[src/rtl/opr_pkg.sv]
// Constants and types for the output pin remap register bank.
// Assumes a single 50 MHz clock domain and an AXI4-Lite register master.
package opr_pkg;

    // ------------------------------------------------------------------
    // Geometry
    // ------------------------------------------------------------------
    localparam int NUM_REGS = 7;        // Mapping registers in the bank
    localparam int PINS = 14;           // Remappable pins 10 to 23
    localparam int FIRST_PIN = 10;      // Number of the lowest pin served
    localparam int SEL_W = 5;           // Selector width
    localparam int FUNC_N = 32;         // Peripheral function numbers
    localparam int EVEN_LSB = 0;        // Even pin selector, bits 4..0
    localparam int ODD_LSB = 8;         // Odd pin selector, bits 12..8
    localparam int SMALL_FIRST_REG = 3; // First register absent on 28-pin
    localparam int ADDR_W = 5;          // Byte address width of the bank
    localparam int DATA_W = 32;         // Bus data width
    localparam int STRB_W = 4;          // Byte enables
    localparam int EVEN_LANE = 0;       // Byte lane of the even selector
    localparam int ODD_LANE = 1;        // Byte lane of the odd selector

    // ------------------------------------------------------------------
    // Register offsets, one aligned word each
    // ------------------------------------------------------------------
    localparam logic [ADDR_W-1:0] OFS_MAP_10_11 = 5'h00;
    localparam logic [ADDR_W-1:0] OFS_MAP_12_13 = 5'h04;
    localparam logic [ADDR_W-1:0] OFS_MAP_14_15 = 5'h08;
    localparam logic [ADDR_W-1:0] OFS_MAP_16_17 = 5'h0c;
    localparam logic [ADDR_W-1:0] OFS_MAP_18_19 = 5'h10;
    localparam logic [ADDR_W-1:0] OFS_MAP_20_21 = 5'h14;
    localparam logic [ADDR_W-1:0] OFS_MAP_22_23 = 5'h18;
    localparam logic [ADDR_W-1:0] REG_OFS [NUM_REGS] = '{
        OFS_MAP_10_11, OFS_MAP_12_13, OFS_MAP_14_15, OFS_MAP_16_17,
        OFS_MAP_18_19, OFS_MAP_20_21, OFS_MAP_22_23};

    // ------------------------------------------------------------------
    // Reset values and bus answers
    // ------------------------------------------------------------------
    localparam logic [SEL_W-1:0] SEL_RST = 5'h00;
    localparam logic [DATA_W-1:0] DATA_ZERO = 32'h0000_0000;
    localparam logic [1:0] RESP_OKAY = 2'h0;
    localparam logic [1:0] RESP_SLVERR = 2'h2;

    typedef logic [SEL_W-1:0] opr_sel_type;

endpackage

[src/rtl/opr_sel_if.sv]
// Carrier between the register bank and its per-pin output muxes.
// Assumes every signal lives on the bank's clock.
`timescale 1ns/10ps
interface opr_sel_if;
    import opr_pkg::*;
    opr_sel_type sel [PINS];          // Selector per pin
    logic [PINS-1:0] present;         // Pin exists on this package
    logic [FUNC_N-1:0] periph;        // Peripheral outputs by number
    logic [PINS-1:0] pin;             // Registered pin levels

    modport bank (output sel, output present, output periph, input pin);
    modport mux (input sel, input present, input periph, output pin);
endinterface // opr_sel_if

[src/rtl/opr_pin_mux.sv]
// One remappable pin: selects a peripheral output and registers it.
// Assumes the selector and peripheral outputs come from the same clock.
`timescale 1ns/10ps
module opr_pin_mux #(
    parameter int IDX = 0
) (
    input wire logic clk_i,
    input wire logic rst_i,
    opr_sel_if.mux bus
);
    import opr_pkg::*;

    logic pin_r;   // Registered pin level
    logic pin_nxt; // Next pin level

    // ------------------------------------------------------------------
    // Selection
    // ------------------------------------------------------------------
    // Absent pins are held low so nothing toggles behind a missing pad
    always_comb begin
        pin_nxt = 1'b0;
        if (bus.present[IDX]) begin
            pin_nxt = bus.periph[bus.sel[IDX]];
        end
    end

    // Register stage, so the pin never sees a decode glitch
    always_ff @(posedge clk_i or posedge rst_i) begin
        if (rst_i) begin
            pin_r <= 1'b0;
        end else begin
            pin_r <= pin_nxt;
        end
    end

    assign bus.pin[IDX] = pin_r;
endmodule // opr_pin_mux

[src/rtl/opr_top.sv]
// Output pin remap register bank behind an AXI4-Lite slave.
// Assumes peripheral outputs are synchronous to CLOCK_I.
//
// The implementer's own choices: the placing of the registers and register access over AXI4-Lite.
`timescale 1ns/10ps
module opr_top #(
    parameter bit SMALL_PKG = 1'b0 // Set for the 28-pin package
) (
    input wire logic CLOCK_I,
    input wire logic RST_I,
    input wire logic [opr_pkg::ADDR_W-1:0] S_AXI_AWADDR_I,
    input wire logic S_AXI_AWVALID_I,
    output logic S_AXI_AWREADY_O,
    input wire logic [opr_pkg::DATA_W-1:0] S_AXI_WDATA_I,
    input wire logic [opr_pkg::STRB_W-1:0] S_AXI_WSTRB_I,
    input wire logic S_AXI_WVALID_I,
    output logic S_AXI_WREADY_O,
    output logic [1:0] S_AXI_BRESP_O,
    output logic S_AXI_BVALID_O,
    input wire logic S_AXI_BREADY_I,
    input wire logic [opr_pkg::ADDR_W-1:0] S_AXI_ARADDR_I,
    input wire logic S_AXI_ARVALID_I,
    output logic S_AXI_ARREADY_O,
    output logic [opr_pkg::DATA_W-1:0] S_AXI_RDATA_O,
    output logic [1:0] S_AXI_RRESP_O,
    output logic S_AXI_RVALID_O,
    input wire logic S_AXI_RREADY_I,
    input wire logic [opr_pkg::FUNC_N-1:0] PERIPH_OUT_I,
    output logic [opr_pkg::PINS-1:0] REMAP_PIN_O
);
    import opr_pkg::*;

    // ------------------------------------------------------------------
    // Declarations
    // ------------------------------------------------------------------
    opr_sel_type sel_r [PINS];       // Selector store
    opr_sel_type sel_nxt [PINS];
    logic awready_r, awready_nxt;    // Write address ready
    logic wready_r, wready_nxt;      // Write data ready
    logic aw_hold_r, aw_hold_nxt;    // Write address parked
    logic w_hold_r, w_hold_nxt;      // Write data parked
    logic [ADDR_W-1:0] aw_addr_r, aw_addr_nxt;
    logic [DATA_W-1:0] w_data_r, w_data_nxt;
    logic [STRB_W-1:0] w_strb_r, w_strb_nxt;
    logic bvalid_r, bvalid_nxt;      // Write answer pending
    logic [1:0] bresp_r, bresp_nxt;
    logic arready_r, arready_nxt;    // Read address ready
    logic rvalid_r, rvalid_nxt;      // Read answer pending
    logic [DATA_W-1:0] rdata_r, rdata_nxt;
    logic [1:0] rresp_r, rresp_nxt;
    logic [NUM_REGS-1:0] reg_here;   // Register exists on this package

    opr_sel_if sel_bus ();           // Carrier to the pin muxes

    // ------------------------------------------------------------------
    // Package variant
    // ------------------------------------------------------------------
    // Fixed at build time, so no strap sampling is needed
    always_comb begin
        for (int r = 0; r < NUM_REGS; r++) begin
            reg_here[r] = !(SMALL_PKG && (r >= SMALL_FIRST_REG));
        end
    end

    // ------------------------------------------------------------------
    // Address decode helpers
    // ------------------------------------------------------------------
    // Returns the register index, or NUM_REGS for an unmapped address
    function automatic int reg_index(input logic [ADDR_W-1:0] addr);
        int idx;
        idx = NUM_REGS;
        for (int r = 0; r < NUM_REGS; r++) begin
            if (addr == REG_OFS[r]) begin
                idx = r;
            end
        end
        return idx;
    endfunction

    // ------------------------------------------------------------------
    // Write channel and selector store
    // ------------------------------------------------------------------
    // Address and data are parked independently; the store updates in
    // the cycle both are present and the answer rises on that same edge
    always_comb begin
        int widx;
        logic do_write;
        widx = NUM_REGS;
        do_write = 1'b0;
        sel_nxt = sel_r;
        aw_hold_nxt = aw_hold_r;
        w_hold_nxt = w_hold_r;
        aw_addr_nxt = aw_addr_r;
        w_data_nxt = w_data_r;
        w_strb_nxt = w_strb_r;
        bvalid_nxt = bvalid_r;
        bresp_nxt = bresp_r;
        // Answer leaves once the master takes it
        if (bvalid_r && S_AXI_BREADY_I) begin
            bvalid_nxt = 1'b0;
        end
        // Park the address
        if (S_AXI_AWVALID_I && awready_r) begin
            aw_hold_nxt = 1'b1;
            aw_addr_nxt = S_AXI_AWADDR_I;
        end
        // Park the data
        if (S_AXI_WVALID_I && wready_r) begin
            w_hold_nxt = 1'b1;
            w_data_nxt = S_AXI_WDATA_I;
            w_strb_nxt = S_AXI_WSTRB_I;
        end
        do_write = aw_hold_nxt && w_hold_nxt && !bvalid_nxt;
        if (do_write) begin
            widx = reg_index(aw_addr_nxt);
            aw_hold_nxt = 1'b0;
            w_hold_nxt = 1'b0;
            bvalid_nxt = 1'b1;
            bresp_nxt = RESP_OKAY;
            if (widx >= NUM_REGS) begin
                // Unmapped address: refused, nothing stored
                bresp_nxt = RESP_SLVERR;
            end else if (reg_here[widx]) begin
                // Only the selector fields are stored; other bits drop
                if (w_strb_nxt[EVEN_LANE]) begin
                    sel_nxt[2*widx] =
                        w_data_nxt[EVEN_LSB +: SEL_W];
                end
                if (w_strb_nxt[ODD_LANE]) begin
                    sel_nxt[2*widx+1] =
                        w_data_nxt[ODD_LSB +: SEL_W];
                end
            end
            // An absent register accepts the write and ignores it
        end
        // Stop taking beats while an answer is waiting
        awready_nxt = !aw_hold_nxt && !bvalid_nxt;
        wready_nxt = !w_hold_nxt && !bvalid_nxt;
    end

    // Write state registers
    always_ff @(posedge CLOCK_I or posedge RST_I) begin
        if (RST_I) begin
            for (int p = 0; p < PINS; p++) begin
                sel_r[p] <= SEL_RST;
            end
            awready_r <= 1'b0;
            wready_r <= 1'b0;
            aw_hold_r <= 1'b0;
            w_hold_r <= 1'b0;
            aw_addr_r <= '0;
            w_data_r <= DATA_ZERO;
            w_strb_r <= '0;
            bvalid_r <= 1'b0;
            bresp_r <= RESP_OKAY;
        end else begin
            sel_r <= sel_nxt;
            awready_r <= awready_nxt;
            wready_r <= wready_nxt;
            aw_hold_r <= aw_hold_nxt;
            w_hold_r <= w_hold_nxt;
            aw_addr_r <= aw_addr_nxt;
            w_data_r <= w_data_nxt;
            w_strb_r <= w_strb_nxt;
            bvalid_r <= bvalid_nxt;
            bresp_r <= bresp_nxt;
        end
    end

    // ------------------------------------------------------------------
    // Read channel
    // ------------------------------------------------------------------
    // One read at a time; data are captured when the address is taken
    always_comb begin
        int ridx;
        ridx = NUM_REGS;
        rvalid_nxt = rvalid_r;
        rdata_nxt = rdata_r;
        rresp_nxt = rresp_r;
        if (rvalid_r && S_AXI_RREADY_I) begin
            rvalid_nxt = 1'b0;
        end
        if (S_AXI_ARVALID_I && arready_r) begin
            ridx = reg_index(S_AXI_ARADDR_I);
            rvalid_nxt = 1'b1;
            rdata_nxt = DATA_ZERO;
            rresp_nxt = RESP_OKAY;
            if (ridx >= NUM_REGS) begin
                rresp_nxt = RESP_SLVERR;
            end else if (reg_here[ridx]) begin
                rdata_nxt[EVEN_LSB +: SEL_W] = sel_r[2*ridx];
                rdata_nxt[ODD_LSB +: SEL_W] = sel_r[2*ridx+1];
            end
            // Absent register reads as zero
        end
        arready_nxt = !rvalid_nxt;
    end

    // Read state registers
    always_ff @(posedge CLOCK_I or posedge RST_I) begin
        if (RST_I) begin
            arready_r <= 1'b0;
            rvalid_r <= 1'b0;
            rdata_r <= DATA_ZERO;
            rresp_r <= RESP_OKAY;
        end else begin
            arready_r <= arready_nxt;
            rvalid_r <= rvalid_nxt;
            rdata_r <= rdata_nxt;
            rresp_r <= rresp_nxt;
        end
    end

    // ------------------------------------------------------------------
    // Pin routing
    // ------------------------------------------------------------------
    // Peripheral outputs share this clock, so no synchroniser is used
    assign sel_bus.periph = PERIPH_OUT_I;
    assign sel_bus.sel = sel_r;
    always_comb begin
        for (int p = 0; p < PINS; p++) begin
            sel_bus.present[p] = reg_here[p/2];
        end
    end

    // One registered mux per pin
    for (genvar g = 0; g < PINS; g++) begin : g_pin
        opr_pin_mux #(.IDX(g)) u_mux (
            .clk_i(CLOCK_I),
            .rst_i(RST_I),
            .bus(sel_bus.mux)
        );
    end

    // ------------------------------------------------------------------
    // Outputs
    // ------------------------------------------------------------------
    assign S_AXI_AWREADY_O = awready_r;
    assign S_AXI_WREADY_O = wready_r;
    assign S_AXI_BVALID_O = bvalid_r;
    assign S_AXI_BRESP_O = bresp_r;
    assign S_AXI_ARREADY_O = arready_r;
    assign S_AXI_RVALID_O = rvalid_r;
    assign S_AXI_RDATA_O = rdata_r;
    assign S_AXI_RRESP_O = rresp_r;
    assign REMAP_PIN_O = sel_bus.pin;
endmodule // opr_top

[config.mk]
export PLATFORM = sky130hd
export DESIGN_NAME = opr_top
export DESIGN_NICKNAME = d
export VERILOG_FILES = /design/src/rtl/opr_pkg.sv /design/src/rtl/opr_sel_if.sv /design/src/rtl/opr_pin_mux.sv /design/src/rtl/opr_top.sv
export SDC_FILE = /design/constraint.sdc
export NUM_CORES = 1
export LEC_CHECK = 0
export BUFFER_PORTS_ARGS = -buffer_cell sky130_fd_sc_hd__buf_2
export CAP_MARGIN = 20
export CORE_MARGIN = 10
export CORE_UTILIZATION = 41
export DETAILED_ROUTE_END_ITERATION = 8
export PLACE_DENSITY = 0.6
export SYNTH_ARGS = -nofsm -noshare
export SYNTH_HDL_FRONTEND = slang
export SYNTH_SLANG_ARGS = --single-unit
[constraint.sdc]
create_clock -name CLOCK_I -period 6.7 [get_ports CLOCK_I]
set_input_delay 0.67 -clock CLOCK_I [delete_from_list [all_inputs] [get_ports CLOCK_I]]
set_output_delay 0.67 -clock CLOCK_I [all_outputs]
set_load 0.1 [all_outputs]
==> flow_summary.ini, run 1 <==
[run_status]
status = finished, final reports clean

[timing]
max-slew-margin-rel_pct = 36.77
fmax_ghz = 0.4148
layout_setup_ws_ps = 4289
finalHoldViolCount = 0
min_period_over_period_pct = 35.98
rsz0062_at_grt = false
maxSlewViolCount = 0
setup_viol = 0
min_period_ps = 2411
fin_skew_ps = 11.18
setup_tns_ps = 0
worstMarginPinSlew_ps = 948.4

[logic_synthesis]
ys_types = 59
yosys_warnings = 0
postSynthAreaPerCell_um2 = 9.747
yosys.area_share.simple_pct = 14.47
synth_mux_area_share_pct = 34.61
netlist_instances = 1005
synth_fa_ha_area_share_pct = 0
synth-seq-cells = 120
synth_compound_area_share_pct = 13.63
syn_area_um2 = 9796
synthXorXnorAreaFrac_pct = 0
synth_top_family_by_area = multiplexers
yosysSeqAreaShare_pct = 30.66

[drt]
drt_wl_total_mm = 32.11
avgRoutedWirePerCell_um = 23.66
viasPerCell = 6.046
drt_pass1_iterations = 5
dr.first_iter.drc_count = 756
ant_nets = 0
vias = 8204
drc_errors = 0

[placed_design]
dp_hpwl_mm = 21.95
gp_congestion = 0.9164
io_buffers = 91
preCtsSetupSlack_ps = 3870

[grt]
met1_usage_pct = 26.65
grt.total_usage_pct = 20.56
grt_overflow = 0
grt_pass1_wl_mm = 49.11
antenna_found_initial = 0
globalRouteMet2Util_pct = 33.19
grt_max_degree = 64
busiest_layer = met2
met3_usage_pct = 3.859
grt_pass1_vias = 8072

[cts]
h-tree-depth = 4
cts_hold_buf = 0
ctsResizeCount = 0
cts_root_buf = clkbuf_16
cts_tree = built
cts.sinks = 120
post_cts_buffers = 0
clock_latency_ps = 430
path_clk_slew_ps = 60
clockBufferDepth = 2
cts_made_buffers = 17

[setup_path]
r2r_start = S_AXI_WREADY_O
cp-endpoint = sel_bus.sel[44]
reg2reg_to = sel_bus.sel[44]
rrSetupSlack_ps = 4290
crit_path_start = S_AXI_WREADY_O
crit_arrival_ps = 2710
worst_setup_path_end_kind = flip-flop
crit_chain = nand2_1 > a31oi_1 > a21oi_2 > nor4b_4 > mux2_2
crit_slowest_cell = nand2_1
crit_fanout = 14
criticalPathCategory = reg2reg
cpPeakStageDelay_ps = 560
cp-start-kind = flip-flop
reg2reg_depth = 5
cp.required_ps = 7000

[die]
ios = 140
coreArea_um2 = 23470
die_w_um = 174.6
rows = 56
die-area_um2 = 30470
initial_core_util_pct = 41.73
die_height_um = 174.6

[power_and_ir_drop]
finalPower_w = 0.004501
p_per_area_nw_per_um2 = 419.8
leakagePower_nw = 4.192
ir_drop_mv = 0.3216

[finish]
n_fill_cell = 2286
final_core_util_pct = 45.68
n_antenna_cell = 0
syn_to_final_growth_pct = 9.452
drive_gt1_share_pct = 21.87
multi_input_area_um2 = 6240
final_common_cell = mux2i_1
final_cell_mix = mux2i_1 (245), dfrtp_1 (120), buf_2 (91)
seq_area_um2 = 3003
nets = 1110

[job]
drv_cap = 0

[worst_hold_path]
hold_path.class = in2async
==> cells by family (layout without fill, tap and decap cells) <==
family | Yosys count | in the layout
flops | 120 | 120
other cells | 1 | 24
mux | 327 | 327
compound gates | 179 | 179
buf+inv | 123 | 133
simple gates | 255 | 255
==> worst max-delay path: cells and delay by family (launching register included) <==
| family | cells | cell delay (ps) |
|---|---|---|
| AND/OR/NAND/NOR | 2 | 1020 |
| multiplexers | 1 | 390 |
| AO/OA/AOI/OAI | 2 | 480 |
| flip-flops | 1 | 400 |
==> routing by layer <==
layer,routed length [um],vias up
met5,0,-
li1,-,3768
met3,2006,80
met2,14930,325
met4,1073,0
met1,14090,4031
==> synth_stat cells (all sizes together) <==
master	instances	area, um^2
a2111oi	4	53.81
dfrtp	120	3003
clkbuf	48	187.7
a211o	1	8.760
o31a	1	8.760
nor2b	32	200.2
and4bb	1	12.51
inv	7	26.28
o22ai	5	31.28
a311o	10	100.1
nor2	23	86.33
conb	1	3.750
mux2i	246	2475
and4b	3	31.28
o22a	1	10.01
nand3	24	120.1
nand4b	22	192.7
buf	68	431.7
a22oi	56	420.4
a211oi	15	112.6
mux2	81	915.9
or2	1	6.260
nor3	3	15.01
o221ai	6	70.07
a32o	10	100.1
and2	11	71.32
or2b	1	8.760
nand3b	1	7.510
a21o	2	15.01
or3	8	56.31
a221oi	5	43.79
o21ai	12	60.06
a21oi	32	167.7
nand4	12	75.07
nand2b	6	37.54
o31ai	1	7.510
a31oi	8	50.05
nand2	88	337.8
nor4	1	6.260
nor4b	3	56.31
and3	15	96.34
o211ai	10	75.07
==> flip-flops by register name, indices dropped and copies added (netlist names), 2 cells and up <==
register	count
sel_bus.sel	70
g_pin.u_mux.pin_r	14
S_AXI_RDATA_O	10
w_data_r	10
aw_addr_r	5
w_strb_r	2
==> worst min path at each step <==
stage / slack [ps] / start / endpoint / depth (start not counted)
floorplan: 450 / aw_addr_r[0] / aw_addr_r[0] / 2
global placement: 470 / aw_addr_r[1] / aw_addr_r[1] / 2
detailed placement: 480 / aw_addr_r[0] / aw_addr_r[0] / 2
CTS: 400 / RST_I / S_AXI_ARREADY_O / 2
global route: 420 / RST_I / S_AXI_ARREADY_O / 2
finish: 360 / RST_I / S_AXI_ARREADY_O / 2
==> area by class of cell <==
type	instances	share of cell area, %
flip-flops and latches	120	28.01
well taps	319	3.723
clock buffers	17	3.968
multi-input cells	785	58.20
clock inverters	15	1.342
repair buffers	94	4.493
inverters	7	0.2684
==> power by group <==
group          internal (W)  switching, W  leakage, nW
Combinational      0.000813       0.00129         2.35
Sequential         0.000977      0.000520         1.57
Clock              0.000518      0.000387        0.273
Total               0.00231       0.00219         4.19
==> through the flow <==
stage	hold slack, ps	std cells	instance area (um^2)
2_1_floorplan	447.0	1028	9882
6_report	363.3	1357	10720
3_5_place_dp	479.0	1324	10140
3_3_place_gp	468.8	1324	10140
4_1_cts	396.3	1356	10710
5_1_grt	423.0	1357	10720
No activity file was read; power rests on OpenSTA's default activity.
==> inputs of run 2 (changes only) <==
- ABC_AREA: not set -> 1
- clock period: 6.7 -> 2.4 ns (I/O delays scaled with it)
==> flow_summary.ini, run 2 <==
[run_status]
status = finished, final reports clean

[drt]
ant_nets = 0
drc_errors = 0
dr.first_iter.drc_count = 1174
vias = 11840
drt_pass1_iterations = 6
avgRoutedWirePerCell_um = 19.30
viasPerCell = 5.449
drt_wl_total_mm = 41.94

[cts]
post_cts_buffers = 0
clock_latency_ps = 440
cts_tree = built
clockBufferDepth = 2
h-tree-depth = 4
cts.sinks = 120
cts_made_buffers = 17
ctsResizeCount = 0
cts_root_buf = clkbuf_16
path_clk_slew_ps = 70

[finish]
drive_gt1_share_pct = 13.17
nets = 1910
seq_area_um2 = 3003
largest_reg_flops = 70
syn_to_final_growth_pct = 9.858
final_cell_mix = nand2_1 (867), nand3_1 (396), dfrtp_1 (120)
n_antenna_cell = 0
multi_input_area_um2 = 6614
design_area_um2 = 11840
final_common_cell = nand2_1
n_fill_cell = 2749

[logic_synthesis]
yosysMostFrequentCell = nand2_1
yosys_warnings = 0
synth-edff-count = 0
netlist_instances = 1811
synth-seq-cells = 120
ys_types = 30
synth_top_cell_by_area = nand2_1
yosysSeqAreaShare_pct = 27.86
synth_common_cells = nand2_1 (867), nand3_1 (396), dfrtp_1 (120)
postSynthAreaPerCell_um2 = 5.951
synthFlopType = dfrtp_1
syn_area_um2 = 10780
synthArstFlopShare_pct = 100.0
synth_top_area_share_pct = 30.20
synth_area_leaders = nand2_1 (30%), dfrtp_1 (28%), nand3_1 (18%), o21bai_2 (4.2%), inv_1 (3.1%)

[setup_path]
cp-start-kind = flip-flop
worst_setup_path_end_kind = flip-flop
crit_path_frequent_cell = nand3_4
crit_slowest_cell = dfrtp_1
criticalPathCategory = reg2reg
rrSetupSlack_ps = 350
crit_arrival_ps = 2390
cpPeakStageDelay_ps = 610
crit_fanout = 17
cp.required_ps = 2740
reg2reg_depth = 8
crit_chain = nand2_8 > nand2_4 > nand3_4 > nor2_8 > nand3_4 > buf_4 > o21bai_2 > nand2_1

[grt]
busiest_layer = met2
grt.total_usage_pct = 24.85
met1_usage_pct = 31.33
grt_overflow = 0
met3_usage_pct = 5.163
grt_pass1_vias = 11040
grt_max_degree = 85
grt_pass1_wl_mm = 65.00
globalRouteMet2Util_pct = 39.08
antenna_found_initial = 2

[worst_hold_path]
hold_path.class = in2reg
whs_path_depth = 3

[placed_design]
gp_congestion = 0.9335
dp_hpwl_mm = 27.22
dpl_cell_area_um2 = 11190
io_buffers = 91

[timing]
setup_viol = 0
fin_skew_ps = 17.25
setup_tns_ps = 0
worstMarginPinSlew_ps = 571.7
finalHoldViolCount = 0
maxSlewViolCount = 0
max-slew-margin-rel_pct = 61.89
min_period_over_period_pct = 85.57
rsz0062_at_grt = false
fmax_ghz = 0.4869
min_period_ps = 2054

[power_and_ir_drop]
share_comb_of_total_power_pct = 56.6
p_clk_share_pct = 20.1
sw_frac_of_total_pct = 53.61
power.internal_w = 0.006646
pwr-share-seq_pct = 23.3
p_per_area_nw_per_um2 = 1210
finalPower_w = 0.01433
leakagePower_nw = 6.037
ir_drop_mv = 1.137
p_switching_w = 0.007680

[die]
rows = 59
die-area_um2 = 33170
initial_core_util_pct = 41.47
die_w_um = 182.1
ios = 140
die_height_um = 182.1
coreArea_um2 = 25980

[job]
drv_cap = 0
-- run 2: cell families after synthesis --
family,after synthesis,synth area share [%]
other cells,1,0.03480
compound gates,90,7.024
buf+inv,268,11.56
simple gates,1332,53.51
flops,120,27.86
-- run 2: area by class of cell --
cell class,count,area share (%)
multi-input combinational,1446,55.87
sequential,120,25.36
clock inverter,15,1.786
timing repair buffer,123,6.109
inverter,117,3.741
clock buffer,17,3.593
tap,335,3.540
-- run 2: worst max-delay path: cells and delay by family (launching register included) --
kind | cells | cell delay (ps)
buffers and inverters | 1 | 300
AO/OA/AOI/OAI | 1 | 120
flip-flops | 1 | 610
AND/OR/NAND/NOR | 6 | 900
-- run 2: path summary, 6_finish.rpt --
path | start | endpoint
max in group asynchronous | RST_I | sel_bus.sel[47]
min in group asynchronous | RST_I | sel_bus.sel[32]
min | S_AXI_RREADY_I | S_AXI_ARREADY_O
max | S_AXI_AWREADY_O | sel_bus.sel[29]
max reg2reg | S_AXI_AWREADY_O | sel_bus.sel[29]
min reg2reg | S_AXI_RVALID_O | S_AXI_ARREADY_O
-- run 2: power by group through the flow --
stage	combinational [W]	sequential, W	clock [W]
2_1_floorplan	0.00615	0.00354	0
3_3_place_gp	0.00795	0.00334	0
3_5_place_dp	0.00804	0.00335	0
4_1_cts	0.00807	0.00333	0.00290
5_1_grt	0.00895	0.00344	0.00299
6_report	0.00811	0.00334	0.00288
-- run 2: repair_timing --
action | in CTS | in global routing
endpoints found under the setup margin | 0 | 0
hold buffers | 1 | 0
endpoints found under the hold margin | 9 | 0
-- run 2: routing by layer --
layer	wire length (um)	vias up
li1	-	5753
met1	16970	5365
met2	18670	569
met3	3891	153
met4	2407	0
met5	0	-
-- run 2: stage by stage --
step | utilization [%] | setup slack [ps] | hold slack (ps) | instances
5_1_grt | 45.56 | 192.6 | 71.06 | 2173
4_1_cts | 45.56 | 329.7 | 51.28 | 2173
3_5_place_dp | 43.07 | 335.9 | 229.5 | 2140
3_3_place_gp | 43.07 | 375.8 | 228.2 | 2140
6_report | 45.56 | 346.3 | 50.81 | 2173
2_1_floorplan | - | 156.9 | 382.6 | 1834
==> inputs of run 3 (changes only) <==
- RECOVER_POWER: not set -> 25
==> flow_summary.ini, run 3 (synthesized netlist as in run 2, its figures left out) <==
[cts]
cts_tree = built
path_clk_slew_ps = 70
clockBufferDepth = 2
post_cts_buffers = 0
h-tree-depth = 4
cts_root_buf = clkbuf_16
cts.sinks = 120
clock_latency_ps = 430
cts_made_buffers = 17

[timing]
fmax_ghz = 0.4700
setup_tns_ps = 0
fin_worst_hold_slack_ps = 57.49
min_period_ps = 2127
worstMarginPinSlew_ps = 1230
maxSlewViolCount = 0
fin_skew_ps = 16.66
finalHoldViolCount = 0
setup_viol = 0
rsz0062_at_grt = false
min_period_over_period_pct = 88.65
max-slew-margin-rel_pct = 18.01

[run_status]
status = finished, final reports clean

[drt]
ant_nets = 0
drt_pass1_iterations = 8
vias = 11910
dr.first_iter.drc_count = 1211
drc_errors = 0
avgRoutedWirePerCell_um = 19.38
drt_wl_total_mm = 42.11
viasPerCell = 5.480

[setup_path]
crit_fanout = 17
criticalPathCategory = reg2reg
crit_arrival_ps = 2460
cp-start-kind = flip-flop
worst_setup_path_end_kind = flip-flop
cp.required_ps = 2730

[die]
die_w_um = 182.1
die-area_um2 = 33170
die_height_um = 182.1
rows = 59
ios = 140
initial_core_util_pct = 41.47
coreArea_um2 = 25980

[grt]
grt_overflow = 0
grt_pass1_vias = 11040
grt_pass1_wl_mm = 65.00
antenna_found_initial = 2
grt_max_degree = 85
grt.total_usage_pct = 24.85

[finish]
final_cell_mix = nand2_1 (872), nand3_1 (396), dfrtp_1 (120)
nets = 1910
drive_gt1_share_pct = 12.84
largest_reg_flops = 70
n_fill_cell = 2755
final_common_cell = nand2_1
syn_to_final_growth_pct = 9.521
n_antenna_cell = 0

[power_and_ir_drop]
ir_drop_mv = 1.140
p_clk_share_pct = 20.1
p_switching_w = 0.007678
pwr-share-seq_pct = 23.3
power.internal_w = 0.006632
p_per_area_nw_per_um2 = 1212
leakagePower_nw = 6.027
share_comb_of_total_power_pct = 56.6
sw_frac_of_total_pct = 53.65

[placed_design]
io_buffers = 91
dp_hpwl_mm = 27.22
gp_congestion = 0.9335

[worst_hold_path]
hold_path.class = in2reg

[job]
drv_cap = 0
## run 3: cell types whose count changed in the layout (fill, tap and decap cells not counted), sizes merged
cell | before | now
buf | 122 | 120
clkbuf | 17 | 19
## run 3: final timing paths
path,startpoint,to,slack [ps],cells after the start
max reg2reg,S_AXI_AWREADY_O,sel_bus.sel[29],270,8
min,S_AXI_RREADY_I,S_AXI_ARREADY_O,60,3
min in group asynchronous,RST_I,sel_bus.sel[32],350,3
max in group asynchronous,RST_I,sel_bus.sel[47],380,4
min reg2reg,S_AXI_RVALID_O,S_AXI_ARREADY_O,470,1
max,S_AXI_AWREADY_O,sel_bus.sel[29],270,8
## run 3: timing repair
action,4_1_cts,5_1_grt
hold endpoints to repair,9,0
hold buffers,1,0
resized for setup,0,0
## run 3: cell type report
type	count	area (um^2)	share of cell area, %
clock inverters	15	211.5	1.792
flip-flops and latches	120	3003	25.44
inverters	117	440.4	3.732
repair buffers	123	706.9	5.990
clock buffers	17	425.4	3.604
multi-input cells	1446	6596	55.89
well taps	335	419.2	3.551
## run 3: power groups by stage
stage	registers [W]	logic [W]	clock network, W
4_1_cts	0.00333	0.00807	0.00290
3_3_place_gp	0.00334	0.00795	0
5_1_grt	0.00344	0.00892	0.00299
6_report	0.00334	0.00810	0.00288
3_5_place_dp	0.00335	0.00804	0
2_1_floorplan	0.00354	0.00615	0
## run 3: routing by layer
layer	wire, um	share of wire, %	track usage [%]
met1	17120	41	31.33
met2	18850	45	39.08
met3	3838	9.1	5.163
met4	2303	5.5	13.41
met5	0	0	0
## run 3: metrics by stage
step | util [%] | setup WS, ps | instances | cell area, um^2 | power, W
4_1_cts | 45.56 | 329.7 | 2173 | 11840 | 0.01430
5_1_grt | 45.42 | 100.4 | 2173 | 11800 | 0.01535
6_report | 45.42 | 272.5 | 2173 | 11800 | 0.01431
3_3_place_gp | 43.07 | 375.8 | 2140 | 11190 | 0.01129
2_1_floorplan | - | 156.9 | 1834 | 10870 | 0.009688
3_5_place_dp | 43.07 | 335.9 | 2140 | 11190 | 0.01139
## run 3: worst max-delay path, stage by stage, from the launching register on
cell	delay (ps)
dfrtp_1	610
nand2_8	130
nand2_1	170
nand3_4	120
nor2_8	190
nand3_4	320
buf_4	300
o21bai_2	120
nand2_1	60
